`src/hw/opmode_pkg.sv`:
```
/*
 * Constants for the operating-mode and reset sequencer: mode field
 * codes, flag reset values and timing figures at the 40 MHz clock.
 * Assumes nothing of its surroundings.
 */
package opmode_pkg;

    localparam int          CLK_MHZ          = 40;
    localparam int          CLK_PERIOD_NS    = 25;

    // Low-power mode field encodings.
    localparam logic [1:0]  MODE_FIELD_RUN   = 2'h0;
    localparam logic [1:0]  MODE_FIELD_HALT  = 2'h1;
    localparam logic [1:0]  MODE_FIELD_STBY  = 2'h2;

    // Oscillator control register bit positions.
    localparam int          OSC_SEL_BIT      = 0;
    localparam int          OSC_STOP_BIT     = 1;
    localparam int          OSC_MODE_LSB     = 2;

    // Values after reset.
    localparam logic        SEL_FAST_RST     = 1'b1;
    localparam logic        FAST_STOP_RST    = 1'b0;
    localparam logic        FLAG_RST         = 1'b1;

    // Wake-up stable counts in system clock cycles.
    localparam int          WAKE_XTAL_CYC    = 512;
    localparam int          WAKE_RC_CYC      = 16;
    localparam int          OST_CYC          = 16;

    // Power-up reset times in microseconds, tenths for the 4.5 ms entry.
    localparam int          PWRUP_0_US       = 140;
    localparam int          PWRUP_1_US10     = 45000;
    localparam int          PWRUP_2_US       = 18000;
    localparam int          PWRUP_3_US       = 72000;
    localparam int          PWRUP_4_US       = 288000;

    localparam int          PWRUP_0_CYC      = PWRUP_0_US * CLK_MHZ;
    localparam int          PWRUP_1_CYC      = PWRUP_1_US10 * CLK_MHZ / 10;
    localparam int          PWRUP_2_CYC      = PWRUP_2_US * CLK_MHZ;
    localparam int          PWRUP_3_CYC      = PWRUP_3_US * CLK_MHZ;
    localparam int          PWRUP_4_CYC      = PWRUP_4_US * CLK_MHZ;

    localparam vector       = 0;
    localparam logic [11:0] INT_VECTOR_ADDR  = 12'h008;

    typedef enum logic [2:0] {
        ST_RESET, ST_PWRUP, ST_OST, ST_RUN, ST_STBY, ST_HALT, ST_WAKE
    } seq_state_t;

endpackage : opmode_pkg

```
`src/hw/wait_counter.sv`:
```
/*
 * Loadable down counter that flags when a wait has run out.
 * Assumes a load pulse from the same clock domain.
 */
`timescale 1ns/1ps
`default_nettype none
module wait_counter #(
    parameter int WIDTH = 24
) (
    // Clock and reset
    input  wire logic             i_clk,
    input  wire logic             i_reset,
    // Control
    input  wire logic             i_load,
    input  wire logic [WIDTH-1:0] i_count,
    // Status
    output logic                  o_done
);
    logic [WIDTH-1:0] cnt_r;

    always_ff @(posedge i_clk) begin
        if (i_reset) begin
            cnt_r <= '0;
        end else if (i_load) begin
            cnt_r <= i_count;
        end else if (cnt_r != '0) begin
            cnt_r <= cnt_r - 1'b1;
        end
    end

    always_ff @(posedge i_clk) begin
        if (i_reset) begin
            o_done <= 1'b0;
        end else begin
            o_done <= !i_load && (cnt_r == {{(WIDTH-1){1'b0}}, 1'b1});
        end
    end
endmodule : wait_counter
`default_nettype wire

```
`src/hw/opmode_reset_ctrl.sv`:
```
/*
 * Operating-mode and reset sequencer: collects reset events, runs the
 * power-up and oscillator start-up waits, steers clocks and the core
 * through normal, slow, standby and halt, and keeps the two status flags.
 * Assumes wake and core strobes are synchronous one-cycle pulses and the
 * external reset pin is asynchronous.
 */
// The implementer's own choices: the address map and strobed register access.
`timescale 1ns/1ps
`default_nettype none
module opmode_reset_ctrl
    import opmode_pkg::*;
#(
    parameter int P0_CYC = PWRUP_0_CYC,
    parameter int P1_CYC = PWRUP_1_CYC,
    parameter int P2_CYC = PWRUP_2_CYC,
    parameter int P3_CYC = PWRUP_3_CYC,
    parameter int P4_CYC = PWRUP_4_CYC
) (
    // Clock and reset
    input  wire logic        i_clk,
    input  wire logic        i_reset,
    // Reset event sources
    input  wire logic        i_power_on_reset,
    input  wire logic        i_low_voltage_reset,
    input  wire logic        i_ext_reset_pin_n,
    input  wire logic        i_watchdog_reset,
    // Configuration options
    input  wire logic        i_startup_fast,
    input  wire logic [2:0]  i_pwrup_sel,
    input  wire logic        i_high_crystal_mode,
    input  wire logic        i_mid_crystal_mode,
    input  wire logic        i_low_crystal_mode,
    input  wire logic        i_timer0_src_opt,
    // Register port
    input  wire logic [1:0]  i_addr,
    input  wire logic [7:0]  i_wdata,
    input  wire logic        i_wr,
    input  wire logic        i_rd,
    output logic [7:0]       o_rdata,
    // Core events
    input  wire logic        i_sleep_instruction,
    input  wire logic        i_watchdog_clear_instruction,
    input  wire logic        i_global_int_en,
    input  wire logic        i_timer0_enable,
    input  wire logic        i_timer1_enable,
    input  wire logic        i_timer2_enable,
    input  wire logic        i_timer0_low_clock_sel,
    // Wake-up events
    input  wire logic        i_timer_wake,
    input  wire logic        i_watchdog_wake,
    input  wire logic        i_portb_change_wake,
    input  wire logic        i_ext_int_wake,
    // Outputs to core and clocking
    output logic             o_core_run,
    output logic             o_core_reset,
    output logic             o_sys_clk_fast,
    output logic             o_fast_osc_en,
    output logic             o_slow_osc_en,
    output logic             o_periph_en,
    output logic [2:0]       o_timer_run,
    output logic             o_timer0_slow_clk,
    output logic             o_watchdog_clear,
    output logic             o_wake_vector,
    output logic             o_time_out_flag_n,
    output logic             o_power_down_flag_n
);
    localparam logic [1:0] ADDR_OSC = 2'h0;
    localparam logic [1:0] ADDR_STS = 2'h1;
    localparam int         CW      = 24;

    seq_state_t        state_r;
    logic              pin_s1_r, pin_s2_r;
    logic              sys_clk_select_fast;
    logic              fast_osc_stop;
    logic              time_out_flag_n;
    logic              power_down_flag_n;
    logic              wait_load;
    logic [CW-1:0]     wait_count;
    logic              wait_done;
    logic              any_rst;
    logic              osc_wr;
    logic              halt_req;
    logic              stby_req;
    logic              xtal_mode;
    logic              stby_wake_hit;
    logic              halt_wake_hit;

    function automatic logic [CW-1:0] pwrup_cycles(input logic [2:0] sel);
        case (sel)
            3'h0:    pwrup_cycles = CW'(P0_CYC);
            3'h1:    pwrup_cycles = CW'(P1_CYC);
            3'h2:    pwrup_cycles = CW'(P2_CYC);
            3'h3:    pwrup_cycles = CW'(P3_CYC);
            default: pwrup_cycles = CW'(P4_CYC);
        endcase
    endfunction : pwrup_cycles

    // Wake sources that may end standby.
    function automatic logic stby_wake(input logic tmr, wdt, pbc, ext);
        stby_wake = tmr || wdt || pbc || ext;
    endfunction : stby_wake

    // Wake sources that may end halt; timers are off there.
    function automatic logic halt_wake(input logic wdt, pbc, ext);
        halt_wake = wdt || pbc || ext;
    endfunction : halt_wake

    // Pin synchroniser.
    always_ff @(posedge i_clk) begin
        if (i_reset) begin
            pin_s1_r <= 1'b1;
            pin_s2_r <= 1'b1;
        end else begin
            pin_s1_r <= i_ext_reset_pin_n;
            pin_s2_r <= pin_s1_r;
        end
    end

    assign any_rst   = i_power_on_reset || i_low_voltage_reset ||
                       !pin_s2_r || i_watchdog_reset;
    assign osc_wr    = i_wr && (i_addr == ADDR_OSC);
    assign halt_req  = (state_r == ST_RUN) && (i_sleep_instruction ||
        (osc_wr && i_wdata[OSC_MODE_LSB +: 2] == MODE_FIELD_HALT));
    assign stby_req  = (state_r == ST_RUN) && osc_wr &&
        (i_wdata[OSC_MODE_LSB +: 2] == MODE_FIELD_STBY);
    assign xtal_mode = i_high_crystal_mode || i_mid_crystal_mode ||
                       i_low_crystal_mode;
    assign stby_wake_hit = stby_wake(i_timer_wake, i_watchdog_wake,
                                     i_portb_change_wake, i_ext_int_wake);
    assign halt_wake_hit = halt_wake(i_watchdog_wake, i_portb_change_wake,
                                     i_ext_int_wake);

    // Sequencer state.
    always_ff @(posedge i_clk) begin
        if (i_reset) begin
            state_r <= ST_RESET;
        end else if (any_rst) begin
            state_r <= ST_RESET;
        end else begin
            unique case (state_r)
                ST_RESET: state_r <= ST_PWRUP;
                ST_PWRUP: if (wait_done) state_r <= ST_OST;
                ST_OST:   if (wait_done) state_r <= ST_RUN;
                ST_RUN: begin
                    if (halt_req) begin
                        state_r <= ST_HALT;
                    end else if (stby_req) begin
                        state_r <= ST_STBY;
                    end
                end
                ST_STBY: begin
                    if (stby_wake_hit) begin
                        state_r <= ST_RUN;
                    end
                end
                ST_HALT: begin
                    if (halt_wake_hit) begin
                        state_r <= ST_WAKE;
                    end
                end
                ST_WAKE:  if (wait_done) state_r <= ST_RUN;
            endcase
        end
    end

    // Wait counter loads.
    always_comb begin
        wait_load  = 1'b0;
        wait_count = '0;
        if (state_r == ST_RESET) begin
            wait_load  = 1'b1;
            wait_count = pwrup_cycles(i_pwrup_sel);
        end else if (state_r == ST_PWRUP && wait_done) begin
            wait_load  = 1'b1;
            wait_count = CW'(OST_CYC);
        end else if (state_r == ST_HALT) begin
            wait_load  = 1'b1;
            wait_count = xtal_mode ? CW'(WAKE_XTAL_CYC)
                                   : CW'(WAKE_RC_CYC);
        end
    end

    wait_counter #(
        .WIDTH   (CW)
    ) u_wait (
        .i_clk   (i_clk),
        .i_reset (i_reset),
        .i_load  (wait_load),
        .i_count (wait_count),
        .o_done  (wait_done)
    );

    // Clock select bit.
    always_ff @(posedge i_clk) begin
        if (i_reset) begin
            sys_clk_select_fast <= SEL_FAST_RST;
        end else if (state_r == ST_RESET || state_r == ST_PWRUP) begin
            sys_clk_select_fast <= i_startup_fast;
        end else if (osc_wr && state_r == ST_RUN) begin
            sys_clk_select_fast <= i_wdata[OSC_SEL_BIT];
        end
    end

    // Fast oscillator stop bit, written also by a halt or standby entry through the register, not by the sleep instruction.
    always_ff @(posedge i_clk) begin
        if (i_reset) begin
            fast_osc_stop <= FAST_STOP_RST;
        end else if (state_r == ST_RESET) begin
            fast_osc_stop <= FAST_STOP_RST;
        end else if (osc_wr && state_r == ST_RUN) begin
            fast_osc_stop <= i_wdata[OSC_STOP_BIT];
        end
    end

    // Status flags; earlier events in the table take precedence.
    always_ff @(posedge i_clk) begin
        if (i_reset) begin
            time_out_flag_n   <= FLAG_RST;
            power_down_flag_n <= FLAG_RST;
        end else if (i_power_on_reset || i_low_voltage_reset) begin
            time_out_flag_n   <= 1'b1;
            power_down_flag_n <= 1'b1;
        end else if (i_watchdog_reset) begin
            time_out_flag_n   <= 1'b0;
            power_down_flag_n <= (state_r != ST_HALT);
        end else if (!pin_s2_r) begin
            if (state_r == ST_HALT || state_r == ST_WAKE) begin
                time_out_flag_n   <= 1'b1;
                power_down_flag_n <= 1'b1;
            end
        end else if (halt_req) begin
            time_out_flag_n   <= 1'b1;
            power_down_flag_n <= 1'b0;
        end else if (i_watchdog_clear_instruction && state_r == ST_RUN) begin
            time_out_flag_n   <= 1'b1;
            power_down_flag_n <= 1'b1;
        end
    end

    // Registered core and clock outputs.
    always_ff @(posedge i_clk) begin
        if (i_reset) begin
            o_core_run        <= 1'b0;
            o_core_reset      <= 1'b1;
            o_sys_clk_fast    <= SEL_FAST_RST;
            o_fast_osc_en     <= 1'b1;
            o_slow_osc_en     <= 1'b1;
            o_periph_en       <= 1'b0;
            o_watchdog_clear  <= 1'b0;
        end else begin
            o_core_run     <= (state_r == ST_RUN) && !halt_req &&
                              !stby_req;
            o_core_reset   <= (state_r == ST_RESET) ||
                              (state_r == ST_PWRUP) || (state_r == ST_OST);
            o_sys_clk_fast <= sys_clk_select_fast;
            o_fast_osc_en  <= (state_r != ST_HALT) &&
                              !fast_osc_stop;
            o_slow_osc_en  <= (state_r != ST_HALT);
            o_periph_en    <= (state_r == ST_RUN);
            o_watchdog_clear  <= halt_req ||
                (i_watchdog_clear_instruction && state_r == ST_RUN);
        end
    end

    // Timer run enables and timer0 clock choice.
    always_ff @(posedge i_clk) begin
        if (i_reset) begin
            o_timer_run       <= 3'h0;
            o_timer0_slow_clk <= 1'b0;
        end else begin
            if (state_r == ST_RUN || state_r == ST_STBY) begin
                o_timer_run <= {i_timer2_enable, i_timer1_enable,
                                i_timer0_enable};
            end else begin
                o_timer_run <= 3'h0;
            end
            o_timer0_slow_clk <= i_timer0_low_clock_sel &&
                                 i_timer0_src_opt;
        end
    end

    // Wake vector pulse when interrupts were on.
    always_ff @(posedge i_clk) begin
        if (i_reset) begin
            o_wake_vector <= 1'b0;
        end else begin
            o_wake_vector <= i_global_int_en &&
                (((state_r == ST_STBY) && stby_wake_hit) ||
                 ((state_r == ST_WAKE) && wait_done));
        end
    end

    // Status flag outputs.
    always_ff @(posedge i_clk) begin
        if (i_reset) begin
            o_time_out_flag_n   <= FLAG_RST;
            o_power_down_flag_n <= FLAG_RST;
        end else begin
            o_time_out_flag_n   <= time_out_flag_n;
            o_power_down_flag_n <= power_down_flag_n;
        end
    end

    // Read data, one cycle after the strobe.
    always_ff @(posedge i_clk) begin
        if (i_reset) begin
            o_rdata <= 8'h00;
        end else if (i_rd) begin
            unique case (i_addr)
                ADDR_OSC: o_rdata <= {6'h00, fast_osc_stop,
                                      sys_clk_select_fast};
                ADDR_STS: o_rdata <= {6'h00, time_out_flag_n,
                                      power_down_flag_n};
                default:  o_rdata <= 8'h00;
            endcase
        end else begin
            o_rdata <= 8'h00;
        end
    end
endmodule : opmode_reset_ctrl
`default_nettype wire

```
`config.mk`:
```
export PLATFORM = sky130hd
export DESIGN_NAME = opmode_reset_ctrl
export DESIGN_NICKNAME = d
export VERILOG_FILES = /design/src/hw/opmode_pkg.sv /design/src/hw/wait_counter.sv /design/src/hw/opmode_reset_ctrl.sv
export SDC_FILE = /design/constraint.sdc
export NUM_CORES = 1
export LEC_CHECK = 0
export BUFFER_PORTS_ARGS = -buffer_cell sky130_fd_sc_hd__clkbuf_2
export CAP_MARGIN = 20
export CORE_ASPECT_RATIO = 1.2
export CORE_UTILIZATION = 28
export DETAILED_ROUTE_END_ITERATION = 10
export SYNTH_ARGS = -nofsm -noshare
export SYNTH_HDL_FRONTEND = slang
export SYNTH_HIERARCHICAL = 1
export SYNTH_SLANG_ARGS = --single-unit
```
`constraint.sdc`:
```
create_clock -name i_clk -period 3.4 [get_ports i_clk]
set_clock_uncertainty 0.15 [all_clocks]
set_input_delay 0.68 -clock i_clk [delete_from_list [all_inputs] [get_ports i_clk]]
set_output_delay 0.68 -clock i_clk [all_outputs]
set_load 0.02 [all_outputs]
```
# Yosys cells after proc, flatten, opt, wreduce, memory -nomap -nowiden
# Cells that the tools add are included.
# W data, S select, Z words.
op_classes:
  add_sub_neg: 1
  eq_ne: 20
  muxes: 28
  bitwise: 2
  reduce_logical: 52
op_table:
  columns: ["operator", "count"]
  rows:
  - ["$pmux W24 S4", 1]
  - ["$mux W24", 3]
  - ["$mux W10", 3]
  - ["$eq A24 B1 Y1 const B", 1]
  - ["$reduce_bool A24 Y1", 1]
  - ["$sub A24 B1 Y24 const B", 1]
  - ["$mux W3", 6]
  - ["$pmux W3 S6", 1]
  - ["$logic_or A1 B1 Y1", 17]
  - ["$logic_and A1 B1 Y1", 15]
  - ["$mux W1", 13]
  - ["$eq A3 B2 Y1 const B", 4]
  - ["$reduce_or A2 Y1", 6]
  - ["$eq A3 B3 Y1 const B", 3]
  - ["$eq A3 B1 Y1 const B", 2]
  - ["$logic_not A3 Y1", 2]
  - ["$ne A3 B3 Y1 const B", 2]
  - ["$logic_not A1 Y1", 5]
  - ["$reduce_and A5 Y1", 1]
  - ["$eq A2 B1 Y1 const B", 2]
  - ["$ne A2 B1 Y1 const B", 2]
  - ["$ne A2 B2 Y1 const B", 2]
  - ["$ne A4 B2 Y1 const B", 1]
  - ["$pmux W2 S2", 1]
  - ["other kinds (6)", 8]
totals:
  register_bits: 56
  input_bits: 37

# Longest topological paths before layout
# Gate-level depths: netlist (run 1).
logic_depth:
  word_depth: 8
  ltp_mapped: 12

# Cells and area by module
# The synthesis (run 1) kept the hierarchy.
by_module_without_submodules:
  columns: ["module", "instances", "cells_per_inst", "area_each_um2", "seq_area_each_um2"]
  rows:
  - ["wait_counter", 1, 179, 1497.7, 500.5]
  - ["opmode_reset_ctrl", 1, 144, 1253.7, 500.5]

# Worst setup path before layout (run 1)
# No wires, ideal clock.
synth_path:
  path_type: "reg-to-reg"
  from: "register state_r[2]"
  to: "register u_wait.cnt_r[5]"
  setup_ns: 0.074
  arrival_ns: 2.155
  required_time_ns: 3.176
  setup_slack_ns: 1.021
  stages_incl_launch_ff: 11
  path_cell_list: "dfxtp_1 > buf_6 > clkbuf_1 > nor2_1 > a211oi_1 > buf_2 > nor4_1 > nand2_1 > nor3_1 > or4_2 > a31oi_1"
synth_via:
  elab_chain_cells: 5
  word_cells_on_any_way: 12
  classes_between: "eq/ne (2); mux (7); reduce/logical (3)"
synth_lines:
  columns: ["element", "line_no", "source"]
  rows:
  - ["start, declared", "opmode_reset_ctrl.sv:72", "seq_state_t state_r;"]
  - ["start signal, assigned", "opmode_reset_ctrl.sv:137", "state_r <= ST_RESET;"]
  - ["start signal, assigned", "opmode_reset_ctrl.sv:139", "state_r <= ST_RESET;"]
  - ["start signal, assigned", "opmode_reset_ctrl.sv:142", "ST_RESET: state_r <= ST_PWRUP;"]
  - ["$eq A3 B3 Y1 / $eq A3 B1 Y1 (equally long branches)", "opmode_reset_ctrl.sv:177, opmode_reset_ctrl.sv:174", null]
  - ["$mux W1 / $logic_and A1 B1 Y1 (equally long branches)", "opmode_reset_ctrl.sv:177, opmode_reset_ctrl.sv:174", null]
  - ["$mux W1", "opmode_reset_ctrl.sv:174", "end else if (state_r == ST_PWRUP && wait_done) begin"]
  - ["$mux W1 *", "opmode_reset_ctrl.sv:171", "if (state_r == ST_RESET) begin"]
  - ["net wait_load", "opmode_reset_ctrl.sv:78", "logic wait_load;"]
  - ["$mux W24 / $reduce_bool A2 Y1 (equally long branches)", null, null]
  - ["end signal, assigned", "wait_counter.sv:25", "cnt_r <= i_count;"]
  - ["end signal, assigned", "wait_counter.sv:27", "cnt_r <= cnt_r - 1'b1;"]
  - ["end, declared", "wait_counter.sv:19", "logic [WIDTH-1:0] cnt_r;"]
# Mark *: on every way through the listed nets, which the timed path passes. The rest lies on a longest branch.
# A chain may end at the register's enable or synchronous reset.

# Final worst setup path (run 1)
layout_path:
  from: "register state_r[1]"
  to: "register u_wait.cnt_r[10]"
# The elaborated chain is that of the path after synthesis.

==> results by stage, run 1 <==
Timing:
- The portion of the clock cycle consumed by the worst path in the final layout is 0.733.
- The maximum clock rate is around 400 MHz.
- In this run the tightest slew margin relative to its limit is 0.587.
- The total count of hold-check failures in the final report was 0.
- The final number of setup-violating endpoints is 0.
- After layout, the minimum clock period comes to ~2.5 ns.
- The final setup TNS is 0 ns.
- Setup repair after global routing left no endpoint under its margin.
- The slew at the pin closest to its max-slew limit is roughly 0.61 ns.
- The max-slew violation total from the final report is 0.
- The worst hold margin is ~0.26 ns.

Route:
- Detailed routing inserted a total of approximately 2,400 vias.
- Before antenna repair, the detailed router went through 6 iterations.
- The number of design-rule violations left by the first detailed-router iteration is just under 100.
- Summed over all layers, the routed wires come to 6310 µm.
- The antenna violation net count after detailed routing is 0.
- The average wire length per cell after detail routing is 12.7 µm.
- The via count normalized by instance count is 4.79.
- After detailed routing, the number of remaining DRC violations is 0.

Final layout:
- The layout has 1,025 filler cells.
- The final layout contains between 400 and 500 nets.
- The area growth from synthesis to layout is 18.5%.
- Summing all multi-input logic gate instances after layout gives roughly 1600 µm².
- Across the whole layout, storage elements account for roughly 1000 µm².
- Leaving out fill and tap cells, the most frequent cells in the layout are 50 x sky130_fd_sc_hd__dfxtp_1, 48 x sky130_fd_sc_hd__clkbuf_2, 37 x sky130_fd_sc_hd__nor2_1.
- The most common cell after layout, fill and taps aside is sky130_fd_sc_hd__dfxtp_1.
- In the final layout, the share of cells above drive strength 1 is 0.241.
- The repair_antennas step left the layout with diodes totalling 0.

GRT:
- The via count of the first global-routing pass is 2,260.
- The largest net degree at the start of global routing is 29.
- The number of antenna violations at the first check in global routing was 0.
- The overflow left after global routing is 0.
- The global-route wire length before repair is 10,600 µm.
- The total global-route track usage is 0.128.

Placement:
- In this run the tool buffered the top-level ports with 48 buffer cells.
- After legalization and detailed placement, the total HPWL measured 4670 µm.
- The congestion estimate from routability-driven global placement came to a little over 0.8.

CTS:
- The number of instances resized during post-cts repair is 0.
- In this run the post-CTS setup repair buffer count came out at 0.
- TritonCTS created 5 clock buffers.
- TritonCTS built the clock tree.
- The longest clock path from root to sink contains 2 buffers.
- The clock latency on the worst-skew pair is 0.28 ns.
- The tree is rooted in a sky130_fd_sc_hd__clkbuf_16.
- For this design, the sink count on the clock tree is 50.
- The H-tree was split into 2 levels.
- The number of hold buffers added after CTS was 0.
- After clock tree synthesis, the clock-pin slew on the worst setup and hold paths is roughly 0.070 ns.

Power:
- The power density over the cells is roughly 420 nW/µm².
- The maximum VDD drop is 174 µV.
- Summed over all cells, the static leakage comes to approximately 1.3 nW.

Logic synthesis:
- The post-synthesis instance area is roughly 2800 µm².
- The number of different library cells used by synthesis comes to 64.
- The flip-flop and latch count after synthesis is 50.
- The part of the Yosys area used for sequential elements is 0.364.
- The largest total area in the synthesized netlist belongs to sky130_fd_sc_hd__dfxtp_1.
- During synthesis, Yosys emitted a total of 6 warnings.
- In the synthesized netlist, the number of instances is 323.
- The mean cell area of the mapped netlist is 8.52 µm².
- The proportion of register bits with asynchronous set or reset after synthesis is 0.
- Ranked by total cell area, the synthesized netlist is headed by sky130_fd_sc_hd__dfxtp_1 36%, sky130_fd_sc_hd__nor2_1 5.0%, sky130_fd_sc_hd__a21oi_1 4.7%, sky130_fd_sc_hd__xnor2_1 4.5%, sky130_fd_sc_hd__nand2_1 3.5%.
- Among all flip-flop cells after synthesis, the most frequent one is sky130_fd_sc_hd__dfxtp_1.
- The share of synthesized area in the top cell type comes to 0.364.
- The number of synthesized flops with an enable pin is 0.

Setup path:
- In this run the critical register-to-register path is launched from state_r[1].
- In this run the critical register-to-register path is captured at u_wait/cnt_r[10].
- The endpoint class of the critical path is a flip-flop.
- The required time of the worst setup path is ~3.4 ns.
- STA puts the critical path data arrival time at 2.48 ns.
- Along the worst path, the maximum fanout reaches 14.
- The worst setup path is of the flip-flop to flip-flop kind.
- The number of cells traversed by the worst register-to-register path is 7.
- The worst setup slack for register-to-register paths is slightly above 0.9 ns.
- The worst setup path is launched from a flip-flop.

Floorplan:
- The die covers between 10,000 and 15,000 µm².
- just under 60 I/O pins were placed.
- The effective utilization at floorplan is 0.289.
- The horizontal die dimension is approximately 92 µm.
- The floorplan step set the die height to approximately 110 µm.
- The number of cell rows is 39.
- After floorplanning, the core was sized to cover 9520 µm².

Job:
- Across the run, the number of max-cap violations was 0.

Status:
- The flow ran to the end, and the final reports show no timing, DRC or antenna violations.

Hold path:
- For hold timing, the worst endpoint is pin_s2_r.
- The cell count of the worst hold path is 1.
- The worst min-delay path startpoint is pin_s1_r.
- The tightest min-delay check is of the flip-flop to flip-flop type.
-- critical path: stages (launching register included) --
cell and delay (ns):
sky130_fd_sc_hd__dfxtp_1 0.66, sky130_fd_sc_hd__a211oi_2 0.09, sky130_fd_sc_hd__nor4_1 0.49, sky130_fd_sc_hd__nand2_1 0.12, sky130_fd_sc_hd__nor3_1 0.31, sky130_fd_sc_hd__or2_1 0.20, sky130_fd_sc_hd__buf_4 0.24, sky130_fd_sc_hd__a211oi_1 0.07
-- how the worst max path moves through the flow --
stage	start	to	slack, ns	cells past startpoint
6_report	state_r[1]	u_wait/cnt_r[10]	0.91	7
5_1_grt	state_r[1]	u_wait/cnt_r[10]	0.68	7
4_1_cts	state_r[1]	u_wait/cnt_r[10]	0.97	7
3_5_place_dp	state_r[1]	u_wait/cnt_r[10]	0.98	7
3_3_place_gp	state_r[1]	u_wait/cnt_r[10]	1.01	7
2_1_floorplan	state_r[2]	u_wait/cnt_r[5]	1.02	10
-- registers in the layout, summed over array words and instances, names as in the netlist --
register             flops
o_sys_clk_fast           1
o_core_reset             1
o_timer_run              3
o_time_out_flag_n        1
o_timer0_slow_clk        1
o_core_run               1
o_watchdog_clear         1
o_power_down_flag_n      1
pin_s1_r                 1
fast_osc_stop            1
u_wait/o_done            1
u_wait/cnt_r            24
o_fast_osc_en            1
o_slow_osc_en            1
sys_clk_select_fast      1
state_r                  3
o_periph_en              1
time_out_flag_n          1
o_rdata                  2
power_down_flag_n        1
pin_s2_r                 1
o_wake_vector            1
-- Yosys cell counts (3+ instances only) --
cell / instances
sky130_fd_sc_hd__a211oi_1: 9
sky130_fd_sc_hd__xor2_1: 3
sky130_fd_sc_hd__a21oi_1: 26
sky130_fd_sc_hd__nor2_1: 37
sky130_fd_sc_hd__dfxtp_1: 50
sky130_fd_sc_hd__nand3b_1: 3
sky130_fd_sc_hd__o21ai_0: 10
sky130_fd_sc_hd__nand2_1: 26
sky130_fd_sc_hd__nand2b_1: 3
sky130_fd_sc_hd__buf_4: 9
sky130_fd_sc_hd__and2_1: 6
sky130_fd_sc_hd__or2_2: 7
sky130_fd_sc_hd__xnor2_1: 14
sky130_fd_sc_hd__nor3_1: 19
sky130_fd_sc_hd__nor4_1: 4
sky130_fd_sc_hd__inv_1: 6
sky130_fd_sc_hd__a211oi_2: 3
sky130_fd_sc_hd__nand4_1: 4
sky130_fd_sc_hd__mux2i_1: 6
sky130_fd_sc_hd__nand3_1: 6
sky130_fd_sc_hd__clkbuf_1: 9
sky130_fd_sc_hd__ha_1: 3
sky130_fd_sc_hd__nor2b_1: 8
-- cells by family after synthesis --
kind of cell,share of synthesized area
multiplexers,0.0259
buffers and inverters,0.0591
adder cells (fa/ha/maj),0.0136
AO/OA/AOI/OAI,0.158
other,0.00136
flip-flops,0.364
XOR/XNOR,0.0541
AND/OR/NAND/NOR,0.324
-- layer usage --
layer	GRT usage	routed length [µm]
met5	0	0
met4	0.0354	76
met2	0.230	3110
met1	0.154	2790
met3	0.0220	335
-- through the flow --
step	total power, mW	std cells	util	setup slack (ns)	instance area [µm²]
global route	1.45	496	0.343	0.684	3260
global placement	0.836	488	0.325	1.01	3090
floorplan	0.787	334	-	1.02	2790
finish	1.38	496	0.343	0.908	3260
CTS	1.41	496	0.343	0.970	3260
detailed placement	0.838	488	0.325	0.979	3090
-- cell type report --
cell class,count,share of cell area
multi-input cells,255,0.501
flip-flops and latches,50,0.307
repair buffers,53,0.0852
well taps,123,0.0472
clock buffers,6,0.0395
clock inverters,2,0.0115
inverters,7,0.00806
-- report_power, final --
| part | internal, mW | switching, mW |
|---|---|---|
| logic | 0.0819 | 0.110 |
| registers | 0.608 | 0.0248 |
| clock network | 0.347 | 0.211 |
No activity file was read; power rests on OpenSTA's default activity.
==> run 2, diff against run 1 <==
==> constraint.sdc (replaced) <==
create_clock -name i_clk -period 2.1 [get_ports i_clk]
set_clock_uncertainty 0.15 [all_clocks]
set_input_delay 0.42 -clock i_clk [delete_from_list [all_inputs] [get_ports i_clk]]
set_output_delay 0.42 -clock i_clk [all_outputs]
set_load 0.02 [all_outputs]
==> results by stage, run 2 (synthesis gave the netlist of run 1 again) <==
Hold path:
- The worst hold-check path type is input pin to flip-flop.

Timing:
- The maximum clock rate is 499 MHz.
- The max-slew violation total from the final report came to 0.
- The portion of the clock cycle consumed by the worst path in the final layout is 0.954.
- Setup slack closes at around 0.096 ns.
- Setup violations remaining at the end of the flow were counted as 0.
- Setup repair after global routing left no endpoint under its margin.
- Summed over all failing endpoints, the final setup total negative slack is 0 ns.
- The total count of hold-check failures in the final report is 0.
- The shortest clock period the worst path allows after layout is roughly 2.0 ns.

GRT:
- The global-route wire length before repair is 10,800 µm.
- The met3 usage in global routing is 0.0200.
- The via count of the first global-routing pass is around 2,300.
- For met2 alone, demand over resource in global routing was 0.237.
- Summed over all layers, the global routing overflow is 0.
- The met1 capacity usage during global routing is 0.154.
- The busiest layer in global routing is met2.
- The number of antenna violations at the first check in global routing was 0.
- Entering global routing, the biggest net connects 27 pins.
- Across every metal layer, demand over resource in global routing totals 0.128.

Route:
- The first detailed-routing pass ran for 4 iterations.
- The average wire length per cell after detail routing is 12.7 µm.
- The number of design-rule violations left by the first detailed-router iteration is 92.
- After detailed routing, the number of vias per cell comes to ~4.8.
- For this block, the routed nets add up to roughly 6600 µm of wire.
- After detailed routing, the number of remaining DRC violations is 0.
- Once detail routing completed, the nets flagged for antenna violations numbered 0.
- The detailed router placed roughly 2,500 vias in this run.

Floorplan:
- For this configuration, the core starts out at a cell density of 0.289.
- The number of cell rows is 39.
- The total area inside the core boundary comes to between 9000 and 10,000 µm².
- The count of pins on the block boundary is between 50 and 60.
- The horizontal die dimension is about 90 µm.
- The floorplan step defined a die boundary enclosing around 10,000 µm².
- Measured along the y axis, the die boundary spans around 110 µm.

Placement:
- Detailed placement ended at an HPWL of 5160 µm.
- Before CTS, the worst setup slack after placement is approximately 0.062 ns.
- The count of port buffers added during placement is 48.
- At the end of routability-driven placement, the weighted congestion stood at approximately 0.83.
- In this run the cell area measured after placement is about 3300 µm².
- The number of cells in the design after placement is 514.

Final layout:
- The fraction of layout instances using a drive strength above 1 is 0.298.
- The post-layout net count is 438.
- The filler cells instantiated in the layout total 1,007.
- The flip-flop count of the largest register after layout is 24.
- The most common cell after layout, fill and taps aside is sky130_fd_sc_hd__dfxtp_1.
- The final cell count without fillers is roughly 520.
- The total area of sequential cells is around 1000 µm².
- The largest registers in the layout are u_wait/cnt_r x24, o_timer_run x3, state_r x3.
- 0 antenna diodes ended up in the layout.
- Ranked by flip-flop count, first place goes to u_wait/cnt_r.
- In the layout the commonest cells are 50 x sky130_fd_sc_hd__dfxtp_1, 48 x sky130_fd_sc_hd__clkbuf_2, 37 x sky130_fd_sc_hd__nor2_1.
- The layout overhead on the synthesized area is 26.5%.
- The area occupied by multi-input gates is around 1600 µm².
- After routing the design area is between 3000 and 4000 µm².

Setup path:
- Traced cell by cell, the critical path runs through inv_1 -> ha_1 -> nor4b_4 -> nand2_4 -> or4_4 -> xor2_1 -> a211oi_2.
- The worst setup path is launched from a flip-flop.
- The required time of the worst setup path is approximately 2.2 ns.
- The worst setup path is captured at a flip-flop.
- On the worst path, the slowest cell contributes a delay of roughly 0.42 ns.
- The largest fanout on the critical path is 3.
- The critical path is of the flip-flop to flip-flop type.
- Among all stages on the critical path, the largest delay is contributed by sky130_fd_sc_hd__or4_4.
- The critical path arrival is a little over 2 ns.

CTS:
- After clock tree synthesis, the clock-pin slew on the worst setup and hold paths is around 0.060 ns.
- The hold buffer count at CTS is 0.
- The count of H-tree levels built during CTS is 2.
- The TritonCTS sink count is 50.
- The clock tree buffer depth is 2.
- The number of clock buffers added by TritonCTS is 5.
- The clock tree from TritonCTS is done.
- The master cell of the clock root buffer is sky130_fd_sc_hd__clkbuf_16.
- The clock latency on the worst-skew pair is 0.29 ns.

Power:
- The total power is about 2.2 mW.
- The leakage component of the power is 1.39 nW.
- The maximum VDD drop is between 300 and 400 µV.
- The power density over the cells is 642 nW/µm².

Job:
- The reported max-cap violation count is 0.

Status:
- The flow ran to the end, and the final reports show no timing, DRC or antenna violations.
run 2: final timing paths:
| kind | start | end | slack, ns | depth (start not counted) |
|---|---|---|---|---|
| min reg2reg | pin_s1_r | pin_s2_r | 0.26 | 1 |
| max | u_wait/cnt_r[0] | u_wait/cnt_r[12] | 0.1 | 7 |
| min | i_ext_reset_pin_n | pin_s1_r | 0.17 | 2 |
| max reg2reg | u_wait/cnt_r[0] | u_wait/cnt_r[12] | 0.1 | 7 |
run 2: layer usage:
layer / routed length (µm) / part of all wire
met1: 2930 / 0.44
met2: 3360 / 0.51
met3: 248 / 0.037
met4: 88 / 0.013
met5: 0 / 0
run 2: stage by stage:
stage / hold WS [ns] / utilization
after floorplan: 0.239 / -
after global placement: 0.244 / 0.348
after detailed placement: 0.245 / 0.348
after CTS: 0.175 / 0.365
after global routing: 0.190 / 0.366
final: 0.174 / 0.366
run 2: final cells by class:
cell class	instances	area share
Inverter	7	0.00755
Clock buffer	7	0.0439
Multi-Input combinational cell	255	0.474
Timing Repair Buffer	79	0.141
Sequential cell	50	0.288
Tap cell	123	0.0442
Clock inverter	1	0.00252
run 2: critical path, delay by kind of cell (launching register included):
kind            cells  cell delay (ns)
compound gates      1             0.21
xor+xnor            1             0.16
fa+ha+maj           1             0.18
buf+inv             1             0.10
flops               1             0.31
simple gates        3             0.82
run 2: report_power, final:
part / switching (mW) / total, mW / leakage [nW] / internal (mW)
registers: 0.0389 / 1.02 / 0.411 / 0.985
clock network: 0.339 / 0.847 / 0.0801 / 0.509
logic: 0.192 / 0.363 / 0.901 / 0.171
run 2: timing repair:
action	4_1_cts	5_1_grt
gates resized for setup	0	2
endpoints found under the setup margin	0	2
setup buffers	0	0
==> run 3, diff against run 2 <==
--- a/config.mk
+++ b/config.mk
@@ -5,6 +5,7 @@
 export SDC_FILE = /design/constraint.sdc
 export NUM_CORES = 1
 export LEC_CHECK = 0
+export ABC_AREA = 1
 export BUFFER_PORTS_ARGS = -buffer_cell sky130_fd_sc_hd__clkbuf_2
 export CAP_MARGIN = 20
 export CORE_ASPECT_RATIO = 1.2
==> results by stage, run 3 <==
Status:
- The run finished with clean final reports.

CTS:
- The number of post-CTS setup repair buffers is 0.
- The clock input transition at the sequential cells of the worst setup and hold paths is 0.07 ns.
- The clock tree buffer depth is 2.
- The clock latency on the worst-skew pair is roughly 0.30 ns.
- The tree is rooted in a sky130_fd_sc_hd__clkbuf_16.
- The clock tree from TritonCTS is done.
- The TritonCTS sink count is 50.
- The number of clock buffers inserted by TritonCTS is 5.
- The H-tree generated during clock tree synthesis spans 2 levels.
- The hold buffer count at CTS is 0.

Power:
- The share of total power dissipated in combinational logic is 0.184.
- The analysis attributes to net switching a power of around 0.67 mW.
- The worst-case IR drop observed on VDD is roughly 320 µV.
- The fraction of power spent switching nets is 0.298.
- The analysis attributes to cell leakage a power of roughly 1.7 nW.
- The share of total power dissipated in the clock network is 0.361.
- The sequential fraction of design power is 0.455.
- For this design the ratio of total power to cell area is between 600 and 700 nW/µm².
- The total power is approximately 2.3 mW.
- Internal power comes to about 1.6 mW.

Timing:
- Setup repair after global routing could not meet its margin everywhere.
- The worst hold margin is around 0.16 ns.
- The final number of setup-violating endpoints is 0.
- Of the available clock period, the critical path in the final layout requires 0.934.
- The final setup slack of the worst path is ~0.14 ns.
- The shortest clock period the worst path allows after layout is between 1.5 and 2 ns.
- In this run the tightest slew margin relative to its limit is 0.607.
- The maximum clock rate is 510 MHz.
- The max-slew violation total from the final report is 0.
- The total count of hold-check failures in the final report was 0.
- At the pin with the least slew margin, the transition time is 0.584 ns.

Logic synthesis:
- The number of synthesized flops with an enable pin is 0.
- Sorting the synthesized cells by area gives the leading types as sky130_fd_sc_hd__dfxtp_1 34%, sky130_fd_sc_hd__nor2_1 12%, sky130_fd_sc_hd__nand2_1 12%, sky130_fd_sc_hd__nand3_1 7.6%, sky130_fd_sc_hd__inv_1 5.5%.
- The part of the Yosys area used for sequential elements is 0.339.
- sky130_fd_sc_hd__nor2_1 is the most common cell in the netlist.
- The distinct cell type count of the synthesized netlist is 33.
- The number of instances in the synthesized netlist is 454.
- The proportion of register bits with asynchronous set or reset after synthesis is 0.
- The mapped netlist covers a little under 3000 µm².
- The cell taking the most area after synthesis is sky130_fd_sc_hd__dfxtp_1.
- The top cell type's share of synthesized area is 0.339.
- Ranked by instance count, the synthesized netlist is headed by 98 x sky130_fd_sc_hd__nor2_1, 93 x sky130_fd_sc_hd__nand2_1, 50 x sky130_fd_sc_hd__dfxtp_1.
- For this run, the leading register cell type out of synthesis is sky130_fd_sc_hd__dfxtp_1.
- Synthesis inferred 50 register bits.
- During synthesis, Yosys emitted a total of 6 warnings.
- The mean cell area of the mapped netlist is 6.51 µm².

GRT:
- Global routing finished with a remaining overflow of 0.
- The largest net degree at the start of global routing is 16.
- The first global-routing pass estimated around 12,000 µm of wire.
- The total global-route track usage is 0.143.
- The via count of the first global-routing pass is around 2,700.
- The number of antenna violations at the first check in global routing is 0.

Setup path:
- The worst setup path is launched from a flip-flop.
- The required time of the worst setup path is 2.13 ns.
- The category of the critical setup timing path is flip-flop to flip-flop.
- The largest fanout on the critical path is 9.
- Data arrives at the worst endpoint at slightly below 2 ns.
- STA classifies the critical path endpoint as a flip-flop.

Route:
- The number of design-rule violations left by the first detailed-router iteration is roughly 120.
- Dividing the detail-routed wire length by the instance count gives around 11 µm.
- Wires add up to 7360 µm.
- Dividing the detail-routed via count by the number of cells gives about 4.5.
- The detailed-routing iteration count for the pre-antenna-repair pass is 5.
- The total via count in the routed design is 2,905.
- In the routed design, unresolved DRC markers number 0.
- The antenna violation net count after detailed routing is 0.

Final layout:
- In the final layout, the share of cells above drive strength 1 is 0.221.
- The flip-flop count of the largest register after layout is 24.
- The post-layout net count is about 560.
- The final cell count without fillers is approximately 650.
- Leaving out fill and tap cells, the most frequent cells in the layout are 98 x sky130_fd_sc_hd__nor2_1, 93 x sky130_fd_sc_hd__nand2_1, 49 x sky130_fd_sc_hd__dfxtp_1.
- At the end of the flow the core is filled with cells to 0.351.
- Leaving out fill and tap cells, the most frequent cell in the layout is sky130_fd_sc_hd__nor2_1.
- From synthesis to final layout, the design area changed by 20.6%.
- The register with the most flip-flops in the final layout is u_wait/cnt_r.
- The repair_antennas step left the layout with diodes totalling 0.
- The largest registers in the layout are u_wait/cnt_r x24, o_timer_run x3, state_r x3.

Job:
- Max-cap violations in this run came to 0.

Placement:
- The weighted congestion at the end of routability-driven global placement is ~0.90.
- The post-detailed-placement half-perimeter wirelength is 5660 µm.
- Input and output buffers added on the ports amount to 48.
- The number of cells in the design after placement is approximately 640.
- Before CTS, the worst setup slack after placement is around 0.12 ns.

Floorplan:
- The total die area is 11,000 µm².
- In this run the core area contains 40 standard-cell rows.
- In this run the vertical extent of the chip is between 100 and 150 µm.
- The count of pins on the block boundary is slightly below 60.
- In this run the horizontal extent of the chip is between 90 and 100 µm.
- In this run the standard cell core region covers ~10,000 µm².
- For this configuration, the core starts out at a cell density of 0.291.

Hold path:
- The worst hold-check path type is input pin to flip-flop.
==> run 3: what timing repair did <==
action / in CTS / in global routing
hold endpoints to repair: 0 / 0
gates resized for setup: 0 / 2
endpoints found under the setup margin: 0 / 23
==> run 3: worst paths after layout <==
kind,start,to,slack (ns),depth (start not counted)
max,state_r[1],u_wait/cnt_r[5],0.14,9
min,i_ext_reset_pin_n,pin_s1_r,0.16,2
max reg2reg,state_r[1],u_wait/cnt_r[5],0.14,9
min reg2reg,pin_s1_r,pin_s2_r,0.26,1
==> run 3: cell families after synthesis <==
kind of cell	share of synthesized area
compound gates	0.0622
xor+xnor	0.0237
fa+ha+maj	0.0127
buf+inv	0.0956
flops	0.339
other cells	0.00127
simple gates	0.466
==> run 3: cell type report <==
| type | count | area, µm² |
|---|---|---|
| clock buffer | 6 | 129 |
| tap | 126 | 158 |
| sequential | 50 | 1000 |
| multi-input combinational | 351 | 1710 |
| inverter | 49 | 186 |
| fill | 1111 | 6600 |
| clock inverter | 2 | 13.8 |
| timing repair buffer | 62 | 362 |
==> run 3: critical path, cell delays in order (launching register included) <==
cell and delay (ns):
sky130_fd_sc_hd__dfxtp_1 0.35, sky130_fd_sc_hd__inv_2 0.08, sky130_fd_sc_hd__nand2_1 0.13, sky130_fd_sc_hd__nor2_4 0.04
sky130_fd_sc_hd__inv_1 0.06, sky130_fd_sc_hd__nand3_1 0.15, sky130_fd_sc_hd__nor3_2 0.28, sky130_fd_sc_hd__nand4_2 0.32
sky130_fd_sc_hd__nand2_2 0.23, sky130_fd_sc_hd__a21oi_1 0.06
==> run 3: power by group through the flow <==
stage / Combinational, mW / Clock (mW) / Sequential (mW)
6_report: 0.414 / 0.814 / 1.03
5_1_grt: 0.474 / 0.874 / 1.03
4_1_cts: 0.415 / 0.837 / 1.03
3_5_place_dp: 0.412 / 0 / 1.05
3_3_place_gp: 0.408 / 0 / 1.05
2_1_floorplan: 0.313 / 0 / 1.04
==> run 3: per-layer routing <==
metal / up-vias / GRT usage / share of wire / wire, µm
met1: 1257 / 0.170 / 0.44 / 3260
met2: 81 / 0.249 / 0.49 / 3600
met5: - / 0 / 0 / 0
met3: 11 / 0.0345 / 0.052 / 386
met4: 0 / 0.0468 / 0.016 / 116
li1: 1556 / - / - / -
==> run 3: per-stage QoR <==
stage                     area [µm²]  setup TNS (ns)
after floorplan                 3000               0
after global placement          3420               0
after detailed placement        3420               0
after CTS                       3560               0
after global routing            3560       -0.000385
final                           3560               0
